## config.mk

```make
export PLATFORM = sky130hd
export DESIGN_NAME = flash_host
export DESIGN_NICKNAME = d
export VERILOG_FILES = /design/src/common/flash_host_pkg.sv /design/src/strobe_timer.sv /design/src/flash_host.sv
export VERILOG_INCLUDE_DIRS = /design/src /design/src/common
export SDC_FILE = /design/constraint.sdc
export NUM_CORES = 1
export LEC_CHECK = 0
export BUFFER_PORTS_ARGS = -buffer_cell sky130_fd_sc_hd__buf_2
export CORE_ASPECT_RATIO = 1.1
export CORE_MARGIN = 3
export CORE_UTILIZATION = 40
export CTS_CLUSTER_SIZE = 16
export DETAILED_ROUTE_END_ITERATION = 8
export PLACE_DENSITY = 0.7
export SETUP_SLACK_MARGIN = 0.1
export SYNTH_ARGS = -nofsm -noshare
export SYNTH_HDL_FRONTEND = slang
export SYNTH_HIERARCHICAL = 1
export SYNTH_SLANG_ARGS = --single-unit
```

## constraint.sdc

```tcl
create_clock -name CORE_CLK -period 3.3 [get_ports CORE_CLK]
set_clock_uncertainty 0.2 [all_clocks]
set_input_delay 0.495 -clock CORE_CLK [delete_from_list [all_inputs] [get_ports CORE_CLK]]
set_output_delay 0.495 -clock CORE_CLK [all_outputs]
set_load 0.005 [all_outputs]
```

## src/common/flash_host_cfg.svh

```systemverilog
`ifndef FLASH_HOST_CFG_SVH
`define FLASH_HOST_CFG_SVH

// ----------------------------------------
// timing, as printed
// ----------------------------------------
`define CLK_PERIOD_NS 10
`define LOAD_GAP_US 150
`define WRITE_CYCLE_MS 10
`define POWER_ON_MS 5
`define GLITCH_NS 15
// access time for a read, in ns
`define READ_ACCESS_NS 70

// ----------------------------------------
// derived cycle counts
// ----------------------------------------
// longest gap rounds down; keep a margin of one cycle
`define LOAD_GAP_CYC ((`LOAD_GAP_US * 1000) / `CLK_PERIOD_NS - 1)
`define WRITE_CYCLE_CYC ((`WRITE_CYCLE_MS * 1000000) / `CLK_PERIOD_NS)
`define POWER_ON_CYC ((`POWER_ON_MS * 1000000) / `CLK_PERIOD_NS)
// strobe low time: least time, round up, plus one so it clears the filter
`define STROBE_CYC ((`GLITCH_NS + `CLK_PERIOD_NS - 1) / `CLK_PERIOD_NS + 1)
`define READ_CYC ((`READ_ACCESS_NS + `CLK_PERIOD_NS - 1) / `CLK_PERIOD_NS + 1)

// ----------------------------------------
// geometry and codes
// ----------------------------------------
`define ADDR_W 17
`define SECTOR_BYTES 128
`define BYTE_IDX_W 7
`define SECTOR_W 10
`define BIT_SEVEN 7
`define BIT_SIX 6
`define CNT_W 24
// protection command addresses and data
`define PROT_ADDR_0 17'h05555
`define PROT_ADDR_1 17'h02AAA
`define PROT_DATA_0 8'hAA
`define PROT_DATA_1 8'h55
`define PROT_DATA_EN 8'hA0

`endif

```

## src/common/flash_host_pkg.sv

```systemverilog
package flash_host_pkg;
    typedef enum {
        ST_IDLE,
        ST_PRE_SETUP,
        ST_PRE_STROBE,
        ST_PRE_GAP,
        ST_LOAD_SETUP,
        ST_LOAD_STROBE,
        ST_LOAD_GAP,
        ST_WAIT_CLOSE,
        ST_POLL_READ,
        ST_POLL_GAP,
        ST_READ,
        ST_DONE
    } host_state_e;
endpackage

```

## src/strobe_timer.sv

```systemverilog
`timescale 1ns/1ps
`default_nettype none
`include "flash_host_cfg.svh"
// ----------------------------------------
// down counter with load and zero flag
// ----------------------------------------
module strobe_timer (
    input wire logic clk,
    input wire logic srst,
    input wire logic load,
    input wire logic [`CNT_W-1:0] value,
    output logic zero
);
    logic [`CNT_W-1:0] count;

    // reset wins over load, load wins over counting down to zero
    always_ff @(posedge clk) begin
        if (srst) begin
            count <= '0;
        end else if (load) begin
            count <= value;
        end else if (count != '0) begin
            count <= count - `CNT_W'(1);
        end
    end

    assign zero = (count == '0);
endmodule
`default_nettype wire

```

## src/flash_host.sv

```systemverilog
`timescale 1ns/1ps
`default_nettype none
`include "flash_host_cfg.svh"
module flash_host
    import flash_host_pkg::*;
(
    input wire logic CORE_CLK,
    input wire logic SRST,
    input wire logic READ_REQ,
    input wire logic PROG_REQ,
    input wire logic PROTECT,
    input wire logic [`ADDR_W-1:0] REQ_ADDR,
    input wire logic [7:0] WR_DATA,
    input wire logic WR_VALID,
    output logic WR_READY,
    output logic [7:0] RD_DATA,
    output logic RD_VALID,
    output logic BUSY,
    output logic DONE,
    output logic TIMEOUT,
    output logic [`ADDR_W-1:0] FLASH_ADDR,
    output logic FLASH_CE_N,
    output logic FLASH_OE_N,
    output logic FLASH_WE_N,
    input wire logic [7:0] FLASH_DQ_IN,
    output logic [7:0] FLASH_DQ_OUT,
    output logic FLASH_DQ_OE
);
    typedef struct packed {
        host_state_e state;
        logic [`ADDR_W-1:0] addr;
        logic [`ADDR_W-1:0] pin_addr;
        logic [7:0] dout;
        logic dq_oe;
        logic ce_n;
        logic oe_n;
        logic we_n;
        logic [1:0] pre_idx;
        logic [`BYTE_IDX_W:0] byte_cnt;
        logic [7:0] last_data;
        logic [7:0] rd_data;
        logic rd_valid;
        logic wr_ready;
        logic busy;
        logic done;
        logic timeout;
        logic pwr_ok;
        logic [`CNT_W-1:0] deadline;
    } state_s;

    state_s cur;
    state_s next_cur;
    logic tload;
    logic [`CNT_W-1:0] tvalue;
    logic tzero;
    logic [`ADDR_W-1:0] pre_addr;
    logic [7:0] pre_data;

    // shared timer for strobe width and access time; its own reset overrides the power-on lockout load
    strobe_timer u_timer (
        .clk(CORE_CLK),
        .srst(SRST),
        .load(tload),
        .value(tvalue),
        .zero(tzero)
    );

    // protection prefix word for each step
    always_comb begin
        case (cur.pre_idx)
            2'h0: begin
                pre_addr = `PROT_ADDR_0;
                pre_data = `PROT_DATA_0;
            end
            2'h1: begin
                pre_addr = `PROT_ADDR_1;
                pre_data = `PROT_DATA_1;
            end
            default: begin
                pre_addr = `PROT_ADDR_0;
                pre_data = `PROT_DATA_EN;
            end
        endcase
    end

    // ----------------------------------------
    // sequencer
    // ----------------------------------------
    always_comb begin
        next_cur = cur;
        tload = 1'b0;
        tvalue = '0;
        next_cur.rd_valid = 1'b0;
        next_cur.done = 1'b0;
        next_cur.wr_ready = 1'b0;
        if (cur.deadline != '0) begin
            next_cur.deadline = cur.deadline - `CNT_W'(1);
        end
        case (cur.state)
            ST_IDLE: begin
                next_cur.busy = 1'b0;
                next_cur.ce_n = 1'b1;
                next_cur.oe_n = 1'b1;
                next_cur.we_n = 1'b1;
                next_cur.dq_oe = 1'b0;
                if (!cur.pwr_ok) begin
                    // power-on wait: reset holds the timer at zero, so tzero ends this wait after one cycle
                    if (tzero) begin
                        next_cur.pwr_ok = 1'b1;
                    end
                end else if (READ_REQ) begin
                    next_cur.busy = 1'b1;
                    next_cur.addr = REQ_ADDR;
                    next_cur.pin_addr = REQ_ADDR;
                    next_cur.ce_n = 1'b0;
                    next_cur.oe_n = 1'b0;
                    tload = 1'b1;
                    tvalue = `CNT_W'(`READ_CYC);
                    next_cur.state = ST_READ;
                end else if (PROG_REQ) begin
                    next_cur.busy = 1'b1;
                    // sector is fixed from here on, byte index counts loads
                    next_cur.addr = {REQ_ADDR[`ADDR_W-1:`BYTE_IDX_W], {`BYTE_IDX_W{1'b0}}};
                    // pins settle at least one cycle before the first strobe falls
                    next_cur.pin_addr = next_cur.addr;
                    if (PROTECT) begin
                        next_cur.pin_addr = `PROT_ADDR_0;
                    end
                    next_cur.byte_cnt = '0;
                    next_cur.pre_idx = 2'h0;
                    next_cur.timeout = 1'b0;
                    next_cur.state = PROTECT ? ST_PRE_SETUP : ST_LOAD_SETUP;
                end
            end
            ST_PRE_SETUP: begin
                // command prefix, same load timing as data
                next_cur.oe_n = 1'b1;
                next_cur.ce_n = 1'b0;
                next_cur.dq_oe = 1'b1;
                next_cur.dout = pre_data;
                next_cur.state = ST_PRE_STROBE;
                tload = 1'b1;
                tvalue = `CNT_W'(`STROBE_CYC);
                next_cur.we_n = 1'b0;
            end
            ST_PRE_STROBE: begin
                if (tzero) begin
                    next_cur.we_n = 1'b1;
                    next_cur.pre_idx = cur.pre_idx + 2'h1;
                    next_cur.state = ST_PRE_GAP;
                end
            end
            ST_PRE_GAP: begin
                next_cur.ce_n = 1'b1;
                next_cur.pin_addr = (cur.pre_idx == 2'h3) ? cur.addr : pre_addr;
                next_cur.state = (cur.pre_idx == 2'h3) ? ST_LOAD_SETUP : ST_PRE_SETUP;
            end
            ST_LOAD_SETUP: begin
                next_cur.ce_n = 1'b1;
                next_cur.we_n = 1'b1;
                next_cur.wr_ready = 1'b1;
                if (WR_VALID && cur.wr_ready) begin
                    next_cur.wr_ready = 1'b0;
                    next_cur.dout = WR_DATA;
                    next_cur.last_data = WR_DATA;
                    next_cur.dq_oe = 1'b1;
                    next_cur.oe_n = 1'b1;
                    next_cur.ce_n = 1'b0;
                    next_cur.we_n = 1'b0;
                    tload = 1'b1;
                    tvalue = `CNT_W'(`STROBE_CYC);
                    next_cur.state = ST_LOAD_STROBE;
                end else if (cur.byte_cnt != '0 && cur.deadline == '0) begin
                    // the device closed the load period early
                    next_cur.timeout = 1'b1;
                    next_cur.wr_ready = 1'b0;
                    // poll the last byte actually loaded
                    next_cur.pin_addr[`BYTE_IDX_W-1:0] =
                        cur.byte_cnt[`BYTE_IDX_W-1:0] - `BYTE_IDX_W'(1);
                    next_cur.deadline = `CNT_W'(`WRITE_CYCLE_CYC);
                    next_cur.state = ST_POLL_READ;
                end
            end
            ST_LOAD_STROBE: begin
                if (tzero) begin
                    next_cur.we_n = 1'b1;
                    next_cur.byte_cnt = cur.byte_cnt + 8'h01;
                    next_cur.deadline = `CNT_W'(`LOAD_GAP_CYC);
                    next_cur.state = ST_LOAD_GAP;
                end
            end
            ST_LOAD_GAP: begin
                next_cur.ce_n = 1'b1;
                next_cur.dq_oe = 1'b0;
                if (cur.byte_cnt == 8'(`SECTOR_BYTES)) begin
                    next_cur.state = ST_WAIT_CLOSE;
                end else begin
                    next_cur.addr[`BYTE_IDX_W-1:0] = cur.byte_cnt[`BYTE_IDX_W-1:0];
                    next_cur.pin_addr[`BYTE_IDX_W-1:0] = cur.byte_cnt[`BYTE_IDX_W-1:0];
                    next_cur.state = ST_LOAD_SETUP;
                end
            end
            ST_WAIT_CLOSE: begin
                // silence lets the device start its own cycle
                if (cur.deadline == '0) begin
                    next_cur.deadline = `CNT_W'(`WRITE_CYCLE_CYC);
                    next_cur.state = ST_POLL_READ;
                end
            end
            ST_POLL_READ: begin
                next_cur.ce_n = 1'b0;
                next_cur.oe_n = 1'b0;
                tload = 1'b1;
                tvalue = `CNT_W'(`READ_CYC);
                next_cur.state = ST_POLL_GAP;
            end
            ST_POLL_GAP: begin
                if (tzero) begin
                    next_cur.ce_n = 1'b1;
                    next_cur.oe_n = 1'b1;
                    if (FLASH_DQ_IN[`BIT_SEVEN] == cur.last_data[`BIT_SEVEN]) begin
                        next_cur.done = 1'b1;
                        next_cur.state = ST_DONE;
                    end else if (cur.deadline == '0) begin
                        next_cur.timeout = 1'b1;
                        next_cur.done = 1'b1;
                        next_cur.state = ST_DONE;
                    end else begin
                        next_cur.state = ST_POLL_READ;
                    end
                end
            end
            ST_READ: begin
                if (tzero) begin
                    next_cur.rd_data = FLASH_DQ_IN;
                    next_cur.rd_valid = 1'b1;
                    next_cur.ce_n = 1'b1;
                    next_cur.oe_n = 1'b1;
                    next_cur.state = ST_DONE;
                end
            end
            ST_DONE: begin
                next_cur.busy = 1'b0;
                next_cur.state = ST_IDLE;
            end
            default: begin
                next_cur.state = ST_IDLE;
            end
        endcase
        if (SRST) begin
            next_cur = '0;
            next_cur.state = ST_IDLE;
            next_cur.ce_n = 1'b1;
            next_cur.oe_n = 1'b1;
            next_cur.we_n = 1'b1;
            tload = 1'b1;
            tvalue = `CNT_W'(`POWER_ON_CYC);
        end
    end

    // register the whole state
    always_ff @(posedge CORE_CLK) begin
        cur <= next_cur;
    end

    // ----------------------------------------
    // outputs straight from flops
    // ----------------------------------------
    assign FLASH_ADDR = cur.pin_addr;
    assign FLASH_CE_N = cur.ce_n;
    assign FLASH_OE_N = cur.oe_n;
    assign FLASH_WE_N = cur.we_n;
    assign FLASH_DQ_OUT = cur.dout;
    assign FLASH_DQ_OE = cur.dq_oe;
    assign WR_READY = cur.wr_ready;
    assign RD_DATA = cur.rd_data;
    assign RD_VALID = cur.rd_valid;
    assign BUSY = cur.busy;
    assign DONE = cur.done;
    assign TIMEOUT = cur.timeout;
endmodule
`default_nettype wire

```

# Yosys cells after proc, flatten, opt, wreduce, memory -nomap -nowiden
# Index checks and enable logic that the tools add are counted.
word_totals:
  register_bits: 158
  input_bits: 39
  output_inout_bits: 42
classes:
  addsub: 5
  eq_ne: 32
  mux: 78
  bitwise: 4
  n_reduce_logical: 45
op_table:
  columns: ["cell", "count"]
  rows:
  - ["case mux 32 bit (11 select lines)", 1]
  - ["2-to-1 mux 32 bit", 8]
  - ["2-to-1 mux 66 bit", 3]
  - ["2-to-1 mux 24 bit", 7]
  - ["== test 32 x 3 -> 1 bit (second input constant)", 4]
  - ["== test 32 x 4 -> 1 bit (second input constant)", 4]
  - ["case mux 24 bit (3 select lines)", 1]
  - ["== test 32 x 2 -> 1 bit (second input constant)", 2]
  - ["logical NOT 24 bit", 2]
  - ["case mux 8 bit (2 select lines)", 3]
  - ["nonzero test 24 bit", 2]
  - ["subtractor 24 x 1 -> 24 bit (second input constant)", 2]
  - ["2-to-1 mux 17 bit", 2]
  - ["== test 32 x 1 -> 1 bit (second input constant)", 1]
  - ["logical NOT 32 bit", 1]
  - ["2-to-1 mux 10 bit", 3]
  - ["!= test 2 bit (second input constant)", 14]
  - ["case mux 7 bit (4 select lines)", 1]
  - ["2-to-1 mux 7 bit", 3]
  - ["2-to-1 mux 1 bit", 20]
  - ["case mux 10 bit (2 select lines)", 1]
  - ["case mux 4 bit (4 select lines)", 1]
  - ["nonzero test 2 bit", 8]
  - ["2-to-1 mux 15 bit", 1]
  - ["other kinds (35)", 69]

# Logic depth before layout (Yosys ltp)
depth:
  word_depth: 5
  ltp_mapped: 13
  depth_no_buf: 11

# Cells and area by module
# Netlist, hierarchy kept.
modules_own_cells:
  columns: ["mod", "n_inst", "cells_per_inst", "area_each_um2", "seq_area_each_um2"]
  rows:
  - ["flash_host", 1, 678, 5418.9, 1981.9]
  - ["strobe_timer", 1, 165, 1316.3, 480.5]

# Least setup slack after synthesis
# OpenSTA, ideal clock, no wires.
synth_path:
  path_kind: "reg2reg"
  start: "register cur[103] (netlist bit)"
  end: "register u_timer.count[15]"
  t_arrival_ns: 2.690
  t_required_ns: 3.031
  setup_slack_ns: 0.341
  path_stages_with_launch: 14
  synth_period_minus_slack_ns: 2.959
  cell_sequence: "dfxtp_1 clkbuf_1 or4b_2 clkbuf_1 nor2_1 nor2_1 clkbuf_1 nand3b_1 clkbuf_1 nor2b_1 clkbuf_1 clkbuf_1 nand2_1 o21ai_1"
synth_via:
  elab_chain_len: 5
synth_lines:
  columns: ["item", "line_no", "source"]
  rows:
  - ["from (decl)", "flash_host.sv:51", "state_s cur;"]
  - ["from (signal assigned)", "flash_host.sv:263", "cur <= next_cur;"]
  - ["== test 32 x 4 -> 1 bit or == test 32 x 1 -> 1 bit (tied branches)", "flash_host.sv:99", "case (cur.state)"]
  - ["OR reduction 2 bit (no line)", null, null]
  - ["case mux 1 bit (3 select lines) (*)", "flash_host.sv:99", null]
  - ["2-to-1 mux 1 bit (*)", "flash_host.sv:250", "if (SRST) begin"]
  - ["net tload", "flash_host.sv:53", "logic tload;"]
  - ["2-to-1 mux 24 bit or nonzero test 2 bit (tied branches)", null, null]
  - ["to (signal assigned)", "strobe_timer.sv:21", "count <= value;"]
  - ["to (signal assigned)", "strobe_timer.sv:23", "count <= count - `CNT_W'(1);"]
  - ["to (decl)", "strobe_timer.sv:14", "logic [`CNT_W-1:0] count;"]
# Mark *: on every way through the listed nets, which the timed path passes. The rest lies on a longest branch.
# A chain may end at the register's enable or synchronous reset.

# Worst setup path after layout
layout_path:
  start: "register cur[4] (netlist bit)"
  end: "register cur (netlist bit FLASH_ADDR[4])"
layout_via:
  elab_chain_len: 4
layout_lines:
  columns: ["item", "line_no", "source"]
  rows:
  - ["logical NOT 24 bit", "flash_host.sv:173", "end else if (cur.byte_cnt != '0 && cur.deadline == '0) begin"]
  - ["logical AND 1 bit", "flash_host.sv:173", null]
  - ["!= test 2 bit (no line)", null, null]
  - ["AND reduction 6 bit (no line)", null, null]
# Every way passes these cells.

==> flow_summary.toml <==
[sta]
drv_slew = 0
setup_violations = 0
max_freq_ghz = 0.339
finalSetupTns_ns = 0
rsz0062_at_grt = "no"
min_period_ns = 2.95
hold_viol = 0
tightest_slew_ns = 1.22
timing.slew.headroom = 0.184
finalCritPeriodShare = 0.895
setup_slack_ns = 0.346

[logic_synthesis]
synth_ff_type = "dfxtp_1"
synth_top_cell_by_area = "dfxtp_1"
synth_mux_area_frac = 0.0253
ys_ff_latch = 123
yosys.area_share.simple = 0.234
yosysSeqAreaShare = 0.366
yosysWarnings = 6
synth_top_family_by_area = "simple AND/OR/NAND/NOR gates"
syn_inst = 843
synth_area_sq_mm = 0.00674
ys_types = 70
synth-compound-area-share = 0.199
synth_top_area_share = 0.366
avgSynthCellArea_sq_um = 7.99
ys_top_cells_by_area = "dfxtp_1 (37%), nor2_1 (5.4%), a21oi_1 (5.1%)"
async_flop_share = 0
synth-adder-area-share = 0.0223
synth_edf_count = 0
synthXorXnorAreaFrac = 0.0702

[drt]
wl_met2_microns = 8020
vias_per_cell = 5.48
wirelength_microns = 17200
via_count = 6075
drt-met1-wl_microns = 8030
wl_met3_microns = 915
routed.top_layer = "met4"
ant_nets = 0
avgRoutedWirePerCell_microns = 15.5
first_pass_iters = 5
drc = 0
drtIter0Drc = 442

[setup_path]
cp_max_fo = 8
worst_ep_required_time_ns = 3.38
slowest_stage = "or4_1"
crit_top_cell = "nor3_1"
crit_type = "flop to flop"
critPathLaunchType = "flop"
crit_family = "simple AND/OR/NAND/NOR gates"
worstPathCellList = "or4_1 -> or3_1 -> o31ai_2 -> nand2_1 -> nor3_1 -> nor3_1"
slowest_delay_ns = 0.66
arrival_ns = 3.04
cp-end-kind = "flop"
cp.buffers_inverters = 0

[clocking]
cts-htree-levels = 4
cts_resized = 0
cts_sinks = 123
cts_tree = "yes"
postCtsHoldBufs = 0
clkLatencyLatePin_ns = 0.42
cts_made_buffers = 17
post-cts-setup-buffer-count = 0
path_clk_slew_ns = 0.05
clock-root-buffer = "clkbuf_16"
clockBufferDepth = 2

[floorplanning]
dieArea_sq_mm = 0.0184
die_w_microns = 130
core_area_sq_mm = 0.0164
initial_core_util = 0.410
io_pins = 81
die_height_microns = 142
num_rows = 49

[run_status]
status = "finished, final reports clean"

[cells_and_area]
finalNetCount = 941
synthToLayoutAreaGrowth_pct = 16.6
final_common_cell = "dfxtp_1"
fillers = 1590
final_cell_mix = "dfxtp_1 (123), nor2_1 (96), nand2_1 (88), buf_2 (79), a21oi_1 (68)"
drive_above_1_share = 0.176

[worst_hold_path]
min_path_type = "primary input to flop"

[grt]
grt_max_degree = 53
grt_usage = 0.188
grt_pass1_wl_microns = 27900
antenna_found_initial = 0
grt_pass1_vias = 5607
globalRouteOverflowTotal = 0

[place]
post-dp-hpwl_microns = 12100
routabilityCongestion = 0.869
place_ws_ns = 0.374
port_buffers = 80

[flow_run]
maxCapViolations = 0

[power]
p_leak_nw = 3.05
power_mw = 5.60
p_per_area_mw_per_mm2 = 714
ir_drop_v = 0.000398
cells by family (layout without fill, tap and decap cells):
| group | after synthesis | after routing |
|---|---|---|
| compound gates | 208 | 208 |
| xor+xnor | 54 | 54 |
| fa+ha+maj | 12 | 12 |
| buf+inv | 113 | 160 |
| flops | 123 | 123 |
| mux | 17 | 17 |
| other cells | 1 | 15 |
| simple gates | 315 | 315 |
where the power goes:
part / switching, mW / internal, mW
clock network: 0.672 / 1.45
registers: 0.162 / 1.67
logic: 0.978 / 0.673
total: 1.81 / 3.79
state kept, by name, summed over array words and instances (netlist names), 8 cells and up:
register	cells
u_timer/count	24
cur	57
FLASH_DQ_OUT	8
RD_DATA	8
FLASH_ADDR	17
routing by layer:
metal	vias up	track usage
met5	-	0
met1	2855	0.251
met3	20	0.0495
li1	3040	-
met2	160	0.296
met4	0	0.0596
path summary, 6_finish.rpt:
kind | cells past startpoint | from | slack, ns | to
worst max register to register | 6 | cur[4] | 0.35 | FLASH_ADDR[4]
worst min-delay path | 3 | FLASH_DQ_IN[1] | 0.11 | RD_DATA[1]
worst max-delay path | 6 | cur[4] | 0.35 | FLASH_ADDR[4]
worst min register to register | 2 | FLASH_DQ_OUT[6] | 0.27 | FLASH_DQ_OUT[6]
synth_stat cells (all sizes together), types with 9 or more instances:
library cell,n
a211oi,11
a21oi,68
a311oi,15
a31oi,12
buf,45
clkbuf,51
dfxtp,123
ha,12
inv,16
mux2i,17
nand2,88
nand3,20
nor2,97
nor2b,9
nor3,25
nor4,15
o211ai,12
o21ai,44
or3,10
xnor2,34
xor2,20
layout make-up:
class,count,area (sq um),area share
Clock inverter,12,218,0.0277
Inverter,17,66.3,0.00844
Sequential cell,123,2460,0.314
Timing Repair Buffer,111,636,0.0809
Tap cell,204,255,0.0325
Antenna cell,1,2.50,0.000319
Multi-Input combinational cell,620,3760,0.478
Clock buffer,20,457,0.0582
tightest hold or removal path, cell delays in order:
cell,delay (ns)
buf_2,0.07
mux2i_1,0.06
nor2_1,0.07
through the flow:
| stage | utilization | hold WS (ns) | instances | area (sq um) |
|---|---|---|---|---|
| after floorplan | - | 0.247 | 856 | 6780 |
| after global placement | 0.437 | 0.253 | 1075 | 7180 |
| after detailed placement | 0.437 | 0.262 | 1075 | 7180 |
| after CTS | 0.478 | 0.0977 | 1107 | 7850 |
| after global routing | 0.478 | 0.108 | 1107 | 7850 |
| final | 0.478 | 0.109 | 1108 | 7850 |
(Power assumes the default switching activity.)
